**src/inc/pocc_pkg.sv**
```systemverilog
// package for the port power / over-current configuration block
// assumes an apb slave on a 20 mhz clock, three downstream ports
package pocc_pkg;

  // ----------------------------------------
  // address map: register index, byte address = 4 * index
  // ----------------------------------------
  localparam int          ADDR_W   = 17;
  localparam int          IDX_W    = 15;
  localparam logic [14:0] IDX_PWR3 = 15'h3c08;
  localparam logic [14:0] IDX_OVC1 = 15'h3c20;
  localparam logic [14:0] IDX_OVC2 = 15'h3c24;
  localparam logic [14:0] IDX_OVC3 = 15'h3c28;
  localparam logic [14:0] IDX_CDP  = 15'h5246;
  localparam logic [14:0] IDX_GANG = 15'h525a;
  localparam logic [14:0] IDX_PIN  = 15'h525b;
  localparam logic [14:0] IDX_STAT = 15'h5300;
  localparam logic [14:0] IDX_MASK = 15'h5301;

  // ----------------------------------------
  // field layouts
  // ----------------------------------------
  typedef struct packed {
    logic       combined;
    logic       rsv;
    logic       disabled;
    logic       fixed_attached_device;
    logic [3:0] power_source_code;
  } pocc_pwr_sel_t;

  typedef struct packed {
    logic [2:0] overcurrent_sense;
    logic [2:0] overcurrent_gpio;
    logic [2:0] charge_handshake;
  } pocc_sense_t;

  localparam int JOIN_LSB     = 1;
  localparam int PIN_W        = 6;
  localparam int STAT_OC_LSB  = 0;
  localparam int STAT_CDP_LSB = 3;
  localparam int STAT_W       = 6;

  // ----------------------------------------
  // codes and reset values
  // ----------------------------------------
  localparam logic [3:0] PWR_OFF    = 4'h0;
  localparam logic [3:0] PWR_USB2   = 4'h1;
  localparam logic [3:0] PWR_USB3   = 4'h2;
  localparam logic [3:0] PWR_EITHER = 4'h3;
  localparam logic [3:0] PWR_GPIO   = 4'h4;
  localparam logic [3:0] OC_OFF     = 4'h0;
  localparam logic [3:0] OC_PIN     = 4'h1;
  localparam logic [3:0] OC_GPIO    = 4'h2;
  localparam logic [3:0] OC_FORCE   = 4'hf;
  localparam logic [7:0] RST_BYTE   = 8'h00;
  localparam logic [5:0] RST_PIN    = 6'h01;
  localparam logic [5:0] RST_STAT   = 6'h00;

endpackage

```
**src/rtl/pocc_regs.sv**
```systemverilog
// port power and over-current source configuration with apb registers
// assumes apb master on clk, all pin inputs synchronous to clk
//
// Operation
// - Power select bit 7 clear keeps power and over-current on separate pins, set shares one pin.
// - Power select bit 5 set marks the port permanently disabled.
// - Power select bit 4 set marks the port as holding a non-removable device.
// - Power source code 0000b keeps port power off.
// - Codes 0001b, 0010b, 0011b turn power on from usb2, usb3 or either port power.
// - Code 0100b makes port power follow a general-purpose input; other codes are reserved.
// - Over-current source code 0000b disables the port.
// - Over-current code 0001b takes the indication from the port's dedicated pin.
// - Over-current code 0010b takes the indication from a general-purpose input.
// - Over-current code 1111b forces the indication active for test.
// - Each port has a flag set when a charging handshake was seen before enumeration.
// - Gang bit 3 joins port 3 over-current onto the selected shared pin.
// - Gang bits 2 and 1 join port 2 and port 1 over-current onto the shared pin.
// - A 6-bit field picks the shared pin and only listed codes are valid.
//
// The APB interface to the registers was decided locally.
`timescale 1ns/1ps
`default_nettype none

module pocc_regs #(
  parameter int PORTS = 3
) (
  input  wire logic                      clk,
  input  wire logic                      resetn,
  input  wire logic                      psel,
  input  wire logic                      penable,
  input  wire logic                      pwrite,
  input  wire logic [pocc_pkg::ADDR_W-1:0] paddr,
  input  wire logic [31:0]               pwdata,
  output logic      [31:0]               prdata,
  output logic                           pready,
  output logic                           pslverr,
  input  wire logic                      usb2_power_on,
  input  wire logic                      usb3_power_on,
  input  wire logic                      power_gpio,
  input  wire pocc_pkg::pocc_sense_t     sense,
  input  wire logic                      port3_power_in,
  output logic                           port3_power_out,
  output logic                           port3_power_oe,
  output logic                           port3_power_on,
  output logic                           port3_fixed_device,
  output logic      [PORTS-1:0]          port_overcurrent,
  output logic      [PORTS-1:0]          port_disabled,
  output logic                           joined_overcurrent,
  output logic                           joined_valid,
  output logic      [pocc_pkg::PIN_W-1:0] joined_pin,
  output logic                           irq
);

  if (PORTS != 3) begin : g_chk
    $error("pocc_regs serves exactly three ports");
  end

  // ----------------------------------------
  // state
  // ----------------------------------------
  pocc_pkg::pocc_pwr_sel_t          pwr3_q;
  logic [7:0]                       ovc_q [PORTS];
  logic [7:0]                       cdp_q;
  logic [7:0]                       gang_q;
  logic [pocc_pkg::PIN_W-1:0]       pin_q;
  logic [pocc_pkg::STAT_W-1:0]      stat_q;
  logic [pocc_pkg::STAT_W-1:0]      mask_q;
  logic [PORTS-1:0]                 oc_q;
  logic [PORTS-1:0]                 oc_d;
  logic [PORTS-1:0]                 dis_q;
  logic [PORTS-1:0]                 dis_d;
  logic                             pwr_on_q;
  logic                             pwr_on_d;
  logic                             pready_q;
  logic                             pslverr_q;
  logic [31:0]                      prdata_q;
  logic                             joined_q;
  logic                             jvalid_q;
  logic                             jvalid_d;
  logic                             irq_q;
  logic                             fixed_q;
  logic                             pout_q;
  logic                             poe_q;

  // ----------------------------------------
  // apb slave: one wait state, answer in the second access cycle
  // ----------------------------------------
  logic [pocc_pkg::IDX_W-1:0] idx;
  logic                       acc;
  logic                       wr;
  logic                       hit;
  logic [31:0]                rd_d;

  assign idx = paddr[pocc_pkg::ADDR_W-1:2];
  assign acc = psel & penable & ~pready_q;
  assign wr  = psel & penable & pwrite & pready_q & ~pslverr_q;

  // read mux and address decode
  always_comb begin
    rd_d = 32'h0000_0000;
    hit  = 1'b1;
    unique case (idx)
      pocc_pkg::IDX_PWR3: rd_d[7:0] = {pwr3_q.combined, 1'b0, pwr3_q[5:0]};
      pocc_pkg::IDX_OVC1: rd_d[7:0] = ovc_q[0];
      pocc_pkg::IDX_OVC2: rd_d[7:0] = ovc_q[1];
      pocc_pkg::IDX_OVC3: rd_d[7:0] = ovc_q[2];
      pocc_pkg::IDX_CDP:  rd_d[7:0] = cdp_q;
      pocc_pkg::IDX_GANG: rd_d[7:0] = gang_q;
      pocc_pkg::IDX_PIN:  rd_d[pocc_pkg::PIN_W-1:0] = pin_q;
      pocc_pkg::IDX_STAT: rd_d[pocc_pkg::STAT_W-1:0] = stat_q;
      pocc_pkg::IDX_MASK: rd_d[pocc_pkg::STAT_W-1:0] = mask_q;
      default:            hit = 1'b0;
    endcase
  end

  // handshake outputs
  always_ff @(posedge clk or negedge resetn) begin
    if (!resetn) begin
      pready_q  <= 1'b0;
      pslverr_q <= 1'b0;
      prdata_q  <= 32'h0000_0000;
    end else begin
      pready_q  <= acc;
      pslverr_q <= acc & ~hit;
      if (acc) begin
        prdata_q <= pwrite ? 32'h0000_0000 : rd_d;
      end
    end
  end

  // ----------------------------------------
  // configuration registers
  // ----------------------------------------
  // port 3 power select, reserved bit 6 stays zero
  always_ff @(posedge clk or negedge resetn) begin
    if (!resetn) begin
      pwr3_q <= pocc_pkg::RST_BYTE;
    end else if (wr && idx == pocc_pkg::IDX_PWR3) begin
      pwr3_q <= {pwdata[7], 1'b0, pwdata[5:0]};
    end
  end

  // over-current select per port
  for (genvar i = 0; i < PORTS; i++) begin : g_ovc
    always_ff @(posedge clk or negedge resetn) begin
      if (!resetn) begin
        ovc_q[i] <= pocc_pkg::RST_BYTE;
      end else if (wr && idx == pocc_pkg::IDX_OVC1 + 15'(4 * i)) begin
        ovc_q[i] <= pwdata[7:0];
      end
    end
  end

  // handshake flags: hardware set wins over a software write
  always_ff @(posedge clk or negedge resetn) begin
    if (!resetn) begin
      cdp_q <= pocc_pkg::RST_BYTE;
    end else begin
      cdp_q <= ((wr && idx == pocc_pkg::IDX_CDP) ? pwdata[7:0] : cdp_q)
             | {5'h00, sense.charge_handshake};
    end
  end

  // gang control and shared pin choice
  always_ff @(posedge clk or negedge resetn) begin
    if (!resetn) begin
      gang_q <= pocc_pkg::RST_BYTE;
      pin_q  <= pocc_pkg::RST_PIN;
    end else begin
      if (wr && idx == pocc_pkg::IDX_GANG) begin
        gang_q <= pwdata[7:0];
      end
      if (wr && idx == pocc_pkg::IDX_PIN) begin
        pin_q <= pwdata[pocc_pkg::PIN_W-1:0];
      end
    end
  end

  // ----------------------------------------
  // port 3 power source
  // ----------------------------------------
  always_comb begin
    unique case (pwr3_q.power_source_code)
      pocc_pkg::PWR_OFF:    pwr_on_d = 1'b0;
      pocc_pkg::PWR_USB2:   pwr_on_d = usb2_power_on;
      pocc_pkg::PWR_USB3:   pwr_on_d = usb3_power_on;
      pocc_pkg::PWR_EITHER: pwr_on_d = usb2_power_on | usb3_power_on;
      pocc_pkg::PWR_GPIO:   pwr_on_d = power_gpio;
      default:              pwr_on_d = 1'b0;
    endcase
    if (pwr3_q.disabled) begin
      pwr_on_d = 1'b0;
    end
  end

  // power pin: push-pull when separate, open drain pulled low for off when shared
  always_ff @(posedge clk or negedge resetn) begin
    if (!resetn) begin
      pwr_on_q <= 1'b0;
      pout_q   <= 1'b0;
      poe_q    <= 1'b1;
      fixed_q  <= 1'b0;
    end else begin
      pwr_on_q <= pwr_on_d;
      pout_q   <= pwr3_q.combined ? 1'b0 : pwr_on_d;
      poe_q    <= pwr3_q.combined ? ~pwr_on_d : 1'b1;
      fixed_q  <= pwr3_q.fixed_attached_device;
    end
  end

  // ----------------------------------------
  // over-current source per port
  // ----------------------------------------
  for (genvar i = 0; i < PORTS; i++) begin : g_oc
    logic pin_src;
    logic last;
    assign last = (i == PORTS - 1);
    // shared pin reads low while the switch reports a fault
    assign pin_src = (last && pwr3_q.combined) ? (pwr_on_q & ~port3_power_in)
                                               : sense.overcurrent_sense[i];
    always_comb begin
      dis_d[i] = 1'b0;
      unique case (ovc_q[i][3:0])
        pocc_pkg::OC_OFF: begin
          oc_d[i]  = 1'b0;
          dis_d[i] = 1'b1;
        end
        pocc_pkg::OC_PIN:   oc_d[i] = pin_src;
        pocc_pkg::OC_GPIO:  oc_d[i] = sense.overcurrent_gpio[i];
        pocc_pkg::OC_FORCE: oc_d[i] = 1'b1;
        default: begin
          oc_d[i]  = 1'b0;
          dis_d[i] = 1'b1;
        end
      endcase
      if (last && pwr3_q.disabled) begin
        oc_d[i]  = 1'b0;
        dis_d[i] = 1'b1;
      end
    end
  end

  always_ff @(posedge clk or negedge resetn) begin
    if (!resetn) begin
      oc_q  <= '0;
      dis_q <= '1;
    end else begin
      oc_q  <= oc_d;
      dis_q <= dis_d;
    end
  end

  // ----------------------------------------
  // joined over-current on the shared pin
  // ----------------------------------------
  always_comb begin
    unique case (pin_q)
      6'h00, 6'h01, 6'h03, 6'h04, 6'h05, 6'h06,
      6'h07, 6'h08, 6'h09, 6'h0a, 6'h0f: jvalid_d = 1'b1;
      default:                           jvalid_d = 1'b0;
    endcase
  end

  always_ff @(posedge clk or negedge resetn) begin
    if (!resetn) begin
      joined_q <= 1'b0;
      jvalid_q <= 1'b0;
    end else begin
      jvalid_q <= jvalid_d;
      joined_q <= jvalid_d & |(oc_d & gang_q[pocc_pkg::JOIN_LSB +: PORTS]);
    end
  end

  // ----------------------------------------
  // interrupt: sticky status, write one to clear, set wins
  // ----------------------------------------
  logic [pocc_pkg::STAT_W-1:0] stat_set;
  logic [pocc_pkg::STAT_W-1:0] stat_clr;
  assign stat_set = {sense.charge_handshake, oc_d & ~oc_q};
  assign stat_clr = (wr && idx == pocc_pkg::IDX_STAT) ? pwdata[pocc_pkg::STAT_W-1:0] : '0;

  always_ff @(posedge clk or negedge resetn) begin
    if (!resetn) begin
      stat_q <= pocc_pkg::RST_STAT;
      mask_q <= pocc_pkg::RST_STAT;
      irq_q  <= 1'b0;
    end else begin
      stat_q <= (stat_q & ~stat_clr) | stat_set;
      if (wr && idx == pocc_pkg::IDX_MASK) begin
        mask_q <= pwdata[pocc_pkg::STAT_W-1:0];
      end
      irq_q <= |(((stat_q & ~stat_clr) | stat_set) & mask_q);
    end
  end

  // output wiring
  assign prdata             = prdata_q;
  assign pready             = pready_q;
  assign pslverr            = pslverr_q;
  assign port3_power_out    = pout_q;
  assign port3_power_oe     = poe_q;
  assign port3_power_on     = pwr_on_q;
  assign port3_fixed_device = fixed_q;
  assign port_overcurrent   = oc_q;
  assign port_disabled      = dis_q;
  assign joined_overcurrent = joined_q;
  assign joined_valid       = jvalid_q;
  assign joined_pin         = pin_q;
  assign irq                = irq_q;
endmodule

`default_nettype wire

```
**config.mk**
```make
export PLATFORM = sky130hd
export DESIGN_NAME = pocc_regs
export DESIGN_NICKNAME = d
export VERILOG_FILES = /design/src/inc/pocc_pkg.sv /design/src/rtl/pocc_regs.sv
export SDC_FILE = /design/constraint.sdc
export NUM_CORES = 1
export LEC_CHECK = 0
export ABC_CLOCK_PERIOD_IN_PS = 2040
export BUFFER_PORTS_ARGS = -buffer_cell sky130_fd_sc_hd__buf_2
export CORE_UTILIZATION = 53
export DETAILED_ROUTE_END_ITERATION = 8
export GPL_TIMING_DRIVEN = 0
export PLACE_DENSITY = 0.79
export SKIP_CTS_REPAIR_TIMING = 1
export SLEW_MARGIN = 30
export SYNTH_ARGS = -nofsm -noshare
export SYNTH_HDL_FRONTEND = slang
export SYNTH_SLANG_ARGS = --single-unit
```
**constraint.sdc**
```tcl
create_clock -name clk -period 2.04 [get_ports clk]
set_clock_uncertainty 0.05 [all_clocks]
set_input_delay 0.306 -clock clk [delete_from_list [all_inputs] [get_ports clk]]
set_output_delay 0.306 -clock clk [all_outputs]
set_load 0.02 [all_outputs]
```
### After elaboration in Yosys (flattened, before gate mapping)

Memory sizes are Yosys's and may differ from the RTL's.
Cells that the tools add are included.

| word-level totals | value |
|---|---|
| register bits after elaboration | 112 |
| bits in read-only memories | 16 |
| bits of input ports | 67 |
| output and inout bits | 53 |
| memories kept | 1 |

Memories:

| memory | words | width | rd ports | clocked after memory_dff | write ports | RTL line | RTL |
|---|---|---|---|---|---|---|---|
| (no name shown) | 16 | 1 | 1 | 0 | 0 | pocc_regs.sv:257 | `unique case (pin_q)` |

| cells by class | value |
|---|---|
| equal/unequal tests | 22 |
| muxes and demuxes | 20 |
| bitwise operators | 22 |
| reductions and logical operators | 16 |

Operators with widths:

| cell | count |
|---|---|
| $eq 15x15->1 const B | 5 |
| $eq 15x14->1 const B | 4 |
| $pmux 6 s9 | 1 |
| $eq 4x2->1 const B | 5 |
| $eq 4x1->1 const B | 4 |
| $mux 8 | 2 |
| $and 6x6->6 | 2 |
| $eq 4x4->1 const B | 3 |
| $pmux 2 s6 | 1 |
| $reduce_or 3->1 | 4 |
| $mux 1 | 11 |
| $logic_and 1x1->1 | 9 |
| $pmux 1 s3 | 3 |
| $reduce_or 9->1 | 1 |
| $and 1x1->1 | 8 |
| $or 8x3->8 | 1 |
| $and 3x3->3 | 2 |
| $mux 6 | 1 |
| $not 6->6 | 1 |
| $or 6x6->6 | 1 |
| $reduce_or 6->1 | 1 |
| $not 1->1 | 5 |
| $eq 4x3->1 const B | 1 |
| $pmux 1 s4 | 1 |
| 3 further kinds | 3 |

### Depth between registers and ports, before layout

Gate-level depths: netlist of the first run.

| logic depth | value |
|---|---|
| depth in word-level cells | 11 |
| depth in mapped cells | 7 |
| gate-level depth less buffers | 5 |

### Least setup slack after synthesis of the first run

No wires, ideal clock.

| timing | value |
|---|---|
| kind | input-to-reg |
| from | input port paddr[7] in the netlist's numbering |
| to | register gang_q[2] |
| library setup time | 0.125 ns |
| arrival | 2.075 ns |
| required time | 1.865 ns |
| setup slack | -0.210 ns |
| stages | 5 |
| cells stage by stage | or4b_1 or3_1 buf_2 nor3_4 mux2_2 |

| on the way | value |
|---|---|
| longest elaborated chain between the ends | 2 |

RTL lines:

| what | RTL line | RTL |
|---|---|---|
| start: declaration | pocc_regs.sv:32 | `input wire logic [pocc_pkg::ADDR_W-1:0] paddr,` |
| $eq 15x15->1 | pocc_regs.sv:170 | `if (wr && idx == pocc_pkg::IDX_GANG) begin` |
| $logic_and 1x1->1 | pocc_regs.sv:170 |  |
| end signal: assignment | pocc_regs.sv:167 | `gang_q <= pocc_pkg::RST_BYTE;` |
| end signal: assignment | pocc_regs.sv:171 | `gang_q <= pwdata[7:0];` |
| end: declaration | pocc_regs.sv:64 | `logic [7:0] gang_q;` |

Every way passes these cells.
A chain may end at the register's enable or synchronous reset.

### Worst setup path in the final report of the first run

| timing | value |
|---|---|
| from | input port paddr[5] in the netlist's numbering |
| to | register ovc_q[11] in the netlist's numbering |

| on the way | value |
|---|---|
| longest elaborated chain between the ends | 2 |

RTL lines:

| what | RTL line | RTL |
|---|---|---|
| $eq 15x14->1 | pocc_regs.sv:148 | `end else if (wr && idx == pocc_pkg::IDX_OVC1 + 15'(4 * i)) begin` |
| $logic_and 1x1->1 | pocc_regs.sv:148 |  |
| end signal: indexed assignment | pocc_regs.sv:147 | `ovc_q[i] <= pocc_pkg::RST_BYTE;` |
| end signal: indexed assignment | pocc_regs.sv:149 | `ovc_q[i] <= pwdata[7:0];` |
| end: declaration | pocc_regs.sv:62 | `logic [7:0] ovc_q [PORTS];` |

Every way passes these cells.

==> results of run 1 <==
## metrics by stage
stage / cells / power (mW) / hold slack [ns] / cell area (um^2) / util
finish: 639 / 3.14 / 0.123 / 5770 / 0.691
CTS: 626 / 3.12 / -0.258 / 5510 / 0.661
detailed placement: 610 / 2.06 / 0.136 / 5340 / 0.640
global route: 639 / 3.25 / 0.129 / 5770 / 0.691
floorplan: 437 / 1.93 / -0.0396 / 4840 / -
global placement: 609 / 2.05 / 0.348 / 5310 / 0.636
## worst max-delay path: stages
cell	delay, ns
buf_2	0.12
clkbuf_2	0.20
or4b_2	0.73
nor4_2	0.31
nand2_2	0.26
mux2_2	0.34
## area by class of cell
cell class                      instances  area, um^2  share of cell area
Tap cell                              105         131              0.0228
Timing Repair Buffer                   83         500              0.0868
Multi-Input combinational cell        296        2420               0.419
Inverter                                9        33.8             0.00586
Clock buffer                           10         128              0.0221
Buffer                                 42         303              0.0525
Clock inverter                          6        45.0             0.00781
Sequential cell                        88        2210               0.383
## worst paths after layout
check                                from                 end  cells past startpoint
worst max-delay path             paddr[5]           ovc_q[11]                      6
worst min-delay path             sense[0]            cdp_q[0]                      2
worst max register to register     pready           ovc_q[16]                      5
worst min register to register  pwr3_q[4]  port3_fixed_device                      0
max in group asynchronous          resetn      port3_power_oe                      3
min in group asynchronous          resetn            ovc_q[6]                      2
## sequential cells by signal, indices dropped and copies added, names as in the netlist, 6 cells and up
| name | cells |
|---|---|
| joined_pin | 6 |
| ovc_q | 24 |
| stat_q | 6 |
| prdata | 8 |
| gang_q | 8 |
| mask_q | 6 |
| cdp_q | 8 |
| pwr3_q | 7 |
## Yosys cell counts, types with 2 or more instances
| master | instances |
|---|---|
| a22oi_1 | 8 |
| a221oi_1 | 7 |
| inv_1 | 9 |
| dfstp_2 | 5 |
| buf_2 | 8 |
| nor2_1 | 8 |
| a211oi_1 | 2 |
| nor4_4 | 2 |
| clkbuf_1 | 9 |
| or4bb_1 | 3 |
| nor2b_1 | 8 |
| nor3_1 | 7 |
| a211o_1 | 4 |
| nor3_2 | 2 |
| nand4_1 | 3 |
| a32oi_1 | 6 |
| o21ai_0 | 11 |
| o21a_1 | 2 |
| buf_4 | 25 |
| nor3b_1 | 3 |
| o2bb2ai_1 | 2 |
| and4_1 | 3 |
| and3_1 | 7 |
| a21o_1 | 3 |
| nand3_1 | 14 |
| or3b_2 | 3 |
| dfrtp_1 | 83 |
| mux2_2 | 55 |
| nand3b_1 | 3 |
| a21oi_1 | 8 |
| nor4_1 | 9 |
| or4_1 | 3 |
| nor4b_1 | 5 |
| nand2_1 | 29 |
| or4b_2 | 3 |
| a31oi_1 | 5 |
| and2_1 | 4 |
| mux2i_1 | 4 |
| a22o_1 | 9 |
| or2_2 | 2 |
## per-layer routing
| layer | vias up | part of all wire | routed length (um) | GRT usage |
|---|---|---|---|---|
| met1 | 1900 | 0.41 | 5250 | 0.387 |
| met4 | 0 | 0.022 | 280 | 0.117 |
| li1 | 1749 | - | - | - |
| met5 | - | 0 | 0 | 0 |
| met2 | 258 | 0.47 | 6080 | 0.435 |
| met3 | 34 | 0.095 | 1220 | 0.0638 |
## cells by family (layout without fill, tap and decap cells)
| group | count (synthesis) | count (layout) | synth area share |
|---|---|---|---|
| xor gates and xnor gates | 1 | 1 | 0.00189 |
| and+or+nand+nor | 135 | 135 | 0.188 |
| DFF | 88 | 88 | 0.476 |
| other | 1 | 24 | 0.000809 |
| buffers and inverters | 53 | 150 | 0.0672 |
| muxes | 59 | 59 | 0.142 |
| AOI/OAI and AO/OA | 77 | 77 | 0.124 |
## power by group through the flow
stage	Combinational [mW]	Clock [mW]	Sequential [mW]
after detailed placement	0.279	0	1.78
after global placement	0.268	0	1.78
after global routing	0.324	1.18	1.75
after floorplan	0.148	0	1.78
final	0.298	1.10	1.75
after CTS	0.279	1.10	1.75
==> impl_metrics.tcl, run 1 <==
set metrics [dict create \
    pwr_density_cell_mw_per_mm2 545 \
    hold_class "input pin to flip-flop" \
    syn_inst 414 \
    grt_pass1_wl_um 18800 \
    swShare 0.268 \
    cts.sinks 88 \
    synth-edff-count 0 \
    maxSlewViolCount 0 \
    p_leak_nw 2.75 \
    async_flop_share 1.00 \
    ant_nets 0 \
    drive_gt1_frac 0.433 \
    layout_common_cells "83 x dfrtp_1, 70 x buf_2, 47 x mux2_2" \
    min_period_ns 2.07 \
    internal_power_mw 2.30 \
    drt-pass1-iter-count 5 \
    ir_worst_vdd_uv 408 \
    wl_per_cell_um 20.1 \
    critPathKind "input pin to flip-flop" \
    comb_power_share 0.095 \
    startpoint_type "input pin" \
    cts_buffer_depth 2 \
    synth_area_per_cell_um2 11.2 \
    nNetsFinal 596 \
    htreeDepth 3 \
    place_ws_ns -0.769 \
    syn_area_mm2 0.00464 \
    cts_buffers 9 \
    row_count 33 \
    clk_pin_slew_worst_paths_ns 0.09 \
    synth.distinct_cells 68 \
    drt_wl_total_um 12800 \
    dp_hpwl_um 8960 \
    cts_tree "yes" \
    cts-root-buf "clkbuf_8" \
    setup_viol 15 \
    clk_latency_ns 0.37 \
    status "finished with violations" \
    vias_per_cell 6.17 \
    cp.required_ns 2.25 \
    synth_top_area_frac 0.448 \
    num_vias 3941 \
    endpoint_kind "flip-flop" \
    switchingPower_mw 0.840 \
    arrival_ns 2.28 \
    core_mm2 0.00834 \
    timing.fmax_mhz 483 \
    r2r_setup_slack_ns 0.09 \
    die_x_um 95.5 \
    antenna_found_initial 0 \
    rsz0062_at_grt "true" \
    violations "negative setup slack" \
    diodes 0 \
    drt_iter0_markers 345 \
    p_clk_frac 0.349 \
    worst-slew-pin-transition_ns 0.665 \
    setup_tns_ns -0.292 \
    grt_max_degree 63 \
    yosysWarnings 0 \
    filler_cell_count 626 \
    die_y_um 95.5 \
    relSlewSlack 0.556 \
    setup_slack_ns -0.0286 \
    netlist_top_cells_area "dfrtp_1 45%, mux2_2 13%, buf_4 4.0%" \
    gp_congestion 0.909 \
    grt_remaining_overflow 0 \
    cp_max_fo 10 \
    io_pins 120 \
    grt_pass1_vias 3515 \
    drv_cap 0 \
    synth-seq-cells 88 \
    yosys.area.top_type "dfrtp_1" \
    synthFlopType "dfrtp_1" \
    die_area_mm2 0.00913 \
    drc 0 \
    final_common_cell "dfrtp_1" \
    hold_viol 0 \
    area_growth_pct 24.4 \
    p_seq_frac 0.556 \
    start_util 0.556 \
    ys_seq_area_frac 0.476 \
    port-buffer-count 67 \
    grt_use_total 0.283 \
    post-route-period-util 1.01 \
]
No activity file was read; power rests on OpenSTA's default activity.
==> run 2: changes to the inputs <==
--- a/config.mk
+++ b/config.mk
@@ -7,10 +7,11 @@
 export LEC_CHECK = 0
 export ABC_CLOCK_PERIOD_IN_PS = 2040
 export BUFFER_PORTS_ARGS = -buffer_cell sky130_fd_sc_hd__buf_2
-export CORE_UTILIZATION = 53
+export CORE_UTILIZATION = 55
+export CTS_BUF_LIST = sky130_fd_sc_hd__clkbuf_4
 export DETAILED_ROUTE_END_ITERATION = 8
 export GPL_TIMING_DRIVEN = 0
-export PLACE_DENSITY = 0.79
+export PLACE_DENSITY = 0.83
 export SKIP_CTS_REPAIR_TIMING = 1
 export SLEW_MARGIN = 30
 export SYNTH_ARGS = -nofsm -noshare
==> run 2 against run 1 <==
Against the previous run: register-to-register slack about the same; setup slack better by 0.042 ns; sequential share of layout area up 0.84 points; design area down 2.1%; count of clock-buffer cells in the layout unchanged; largest cell class unchanged; final cell count down 1.3%; power up 1.4%; hold slack worse by 0.090 ns; highest routed layer unchanged; the flow now finishes without violations; critical path depth up 1; clock power up 4%.
==> impl_metrics.tcl, run 2 (synthesis results as in run 1) <==
set metrics [dict create \
    status "finished clean" \
    num_vias 3923 \
    grt_pass1_wl_um 18800 \
    ir_worst_vdd_uv 320 \
    place_ws_ns -0.674 \
    ant_nets 0 \
    setup_viol 0 \
    postLayoutCoreUtil 0.690 \
    drt_iter0_markers 310 \
    p_clk_frac 0.358 \
    core_mm2 0.00818 \
    swShare 0.256 \
    startpoint_type "input pin" \
    startpoint "paddr[7]" \
    comb_power_share 0.093 \
    worstReg2RegStart "pready" \
    drv_cap 0 \
    drive_gt1_frac 0.413 \
    critPathKind "input pin to flip-flop" \
    worst-slew-pin-transition_ns 0.630 \
    ff_latch_area_mm2 0.00221 \
    start_util 0.567 \
    wl_per_cell_um 20.0 \
    setup_slack_ns 0.0138 \
    grt_remaining_overflow 0 \
    antenna_found_initial 0 \
    p_leak_nw 2.70 \
    hold_viol 0 \
    stdcell_area_mm2 0.00564 \
    drc 0 \
    drt_wl_total_um 12600 \
    diodes 0 \
    post-route-period-util 0.993 \
    io_pins 120 \
    endpoint_kind "flip-flop" \
    hold_class "input pin to flip-flop" \
    setup_tns_ns 0 \
    min_period_ns 2.03 \
    grt_max_degree 58 \
    grt.busiest_layer "met2" \
    port-buffer-count 67 \
    placed_area_mm2 0.00534 \
    grt_use_met2 0.468 \
    cts_tree "yes" \
    regMostFlops "ovc_q" \
    dp_hpwl_um 9140 \
    final_common_cell "dfrtp_1" \
    cts-root-buf "clkbuf_4" \
    die_area_mm2 0.00880 \
    htreeDepth 3 \
    cts_buffers 9 \
    cp.required_ns 2.36 \
    nNetsFinal 588 \
    multiInputGateArea_mm2 0.00236 \
    internal_power_mw 2.37 \
    timing.fmax_mhz 494 \
    grt_use_total 0.288 \
    die_x_um 93.8 \
    grt_pass1_vias 3568 \
    grt_use_met1 0.384 \
    layout.cells.non_filler 631 \
    gp_congestion 0.929 \
    dp.cells 610 \
    die_y_um 93.8 \
    filler_cell_count 608 \
    relSlewSlack 0.579 \
    drt-pass1-iter-count 5 \
    pwr_density_cell_mw_per_mm2 564 \
    cts.sinks 88 \
    hold_start "sense[0]" \
    arrival_ns 2.34 \
    largest_reg_flops 24 \
    area_growth_pct 21.7 \
    row_count 33 \
    p_seq_frac 0.549 \
    maxSlewViolCount 0 \
    layout_common_cells "83 x dfrtp_1, 69 x buf_2, 47 x mux2_2" \
    switchingPower_mw 0.814 \
    clk_pin_slew_worst_paths_ns 0.14 \
    cp_max_fo 10 \
    clk_latency_ns 0.45 \
    rsz0062_at_grt "true" \
    cts_buffer_depth 2 \
    vias_per_cell 6.22 \
    grtUsageMet3 0.0502 \
]
-- run 2: cell count changes in the layout (fill, tap and decap cells not counted), moves of 2 or more --
cell       change
buf_4          -8
clkbuf_8       -9
a32oi_1        +2
clkbuf_4      +10
bufinv_16      +2
a32oi_2        -2
-- run 2: metal layers --
metal,share of wire,vias up
met5,0,-
met4,0.026,0
met3,0.089,28
met2,0.47,245
met1,0.41,1906
li1,-,1744
-- run 2: power by group through the flow --
stage / clock network [mW] / logic [mW] / registers (mW)
after floorplan: 0 / 0.148 / 1.78
after global placement: 0 / 0.267 / 1.78
after detailed placement: 0 / 0.281 / 1.78
after CTS: 1.14 / 0.282 / 1.75
after global routing: 1.21 / 0.319 / 1.75
final: 1.14 / 0.296 / 1.75
-- run 2: cell type report --
cell class	instances	area share
buffer	43	0.0548
clock inverter	6	0.0164
sequential	88	0.391
tap	105	0.0233
clock buffer	10	0.0133
multi-input combinational	296	0.419
inverter	9	0.00599
timing repair buffer	74	0.0761
-- run 2: worst paths after layout --
check | end | slack (ns) | cells after the start
setup / recovery | prdata[3] | 0.01 | 7
hold / removal | cdp_q[0] | 0.03 | 2
setup reg to reg | ovc_q[6] | 0.10 | 5
hold reg to reg | port3_fixed_device | 0.40 | 0
max in group asynchronous | joined_pin[0] | 1.07 | 3
min in group asynchronous | stat_q[0] | 0.24 | 2
-- run 2: worst max-delay path: stages --
cell and delay, ns:
buf_2 0.12, or4b_4 0.58, or3_4 0.45, buf_6 0.17
o22a_1 0.25, a21o_2 0.27, a32oi_1 0.20
-- run 2: metrics by stage --
stage          power (mW)  hold slack, ns
2_1_floorplan        1.93         -0.0396
3_3_place_gp         2.05           0.346
3_5_place_dp         2.06           0.165
4_1_cts              3.17          -0.331
5_1_grt              3.27          0.0493
6_report             3.18          0.0322
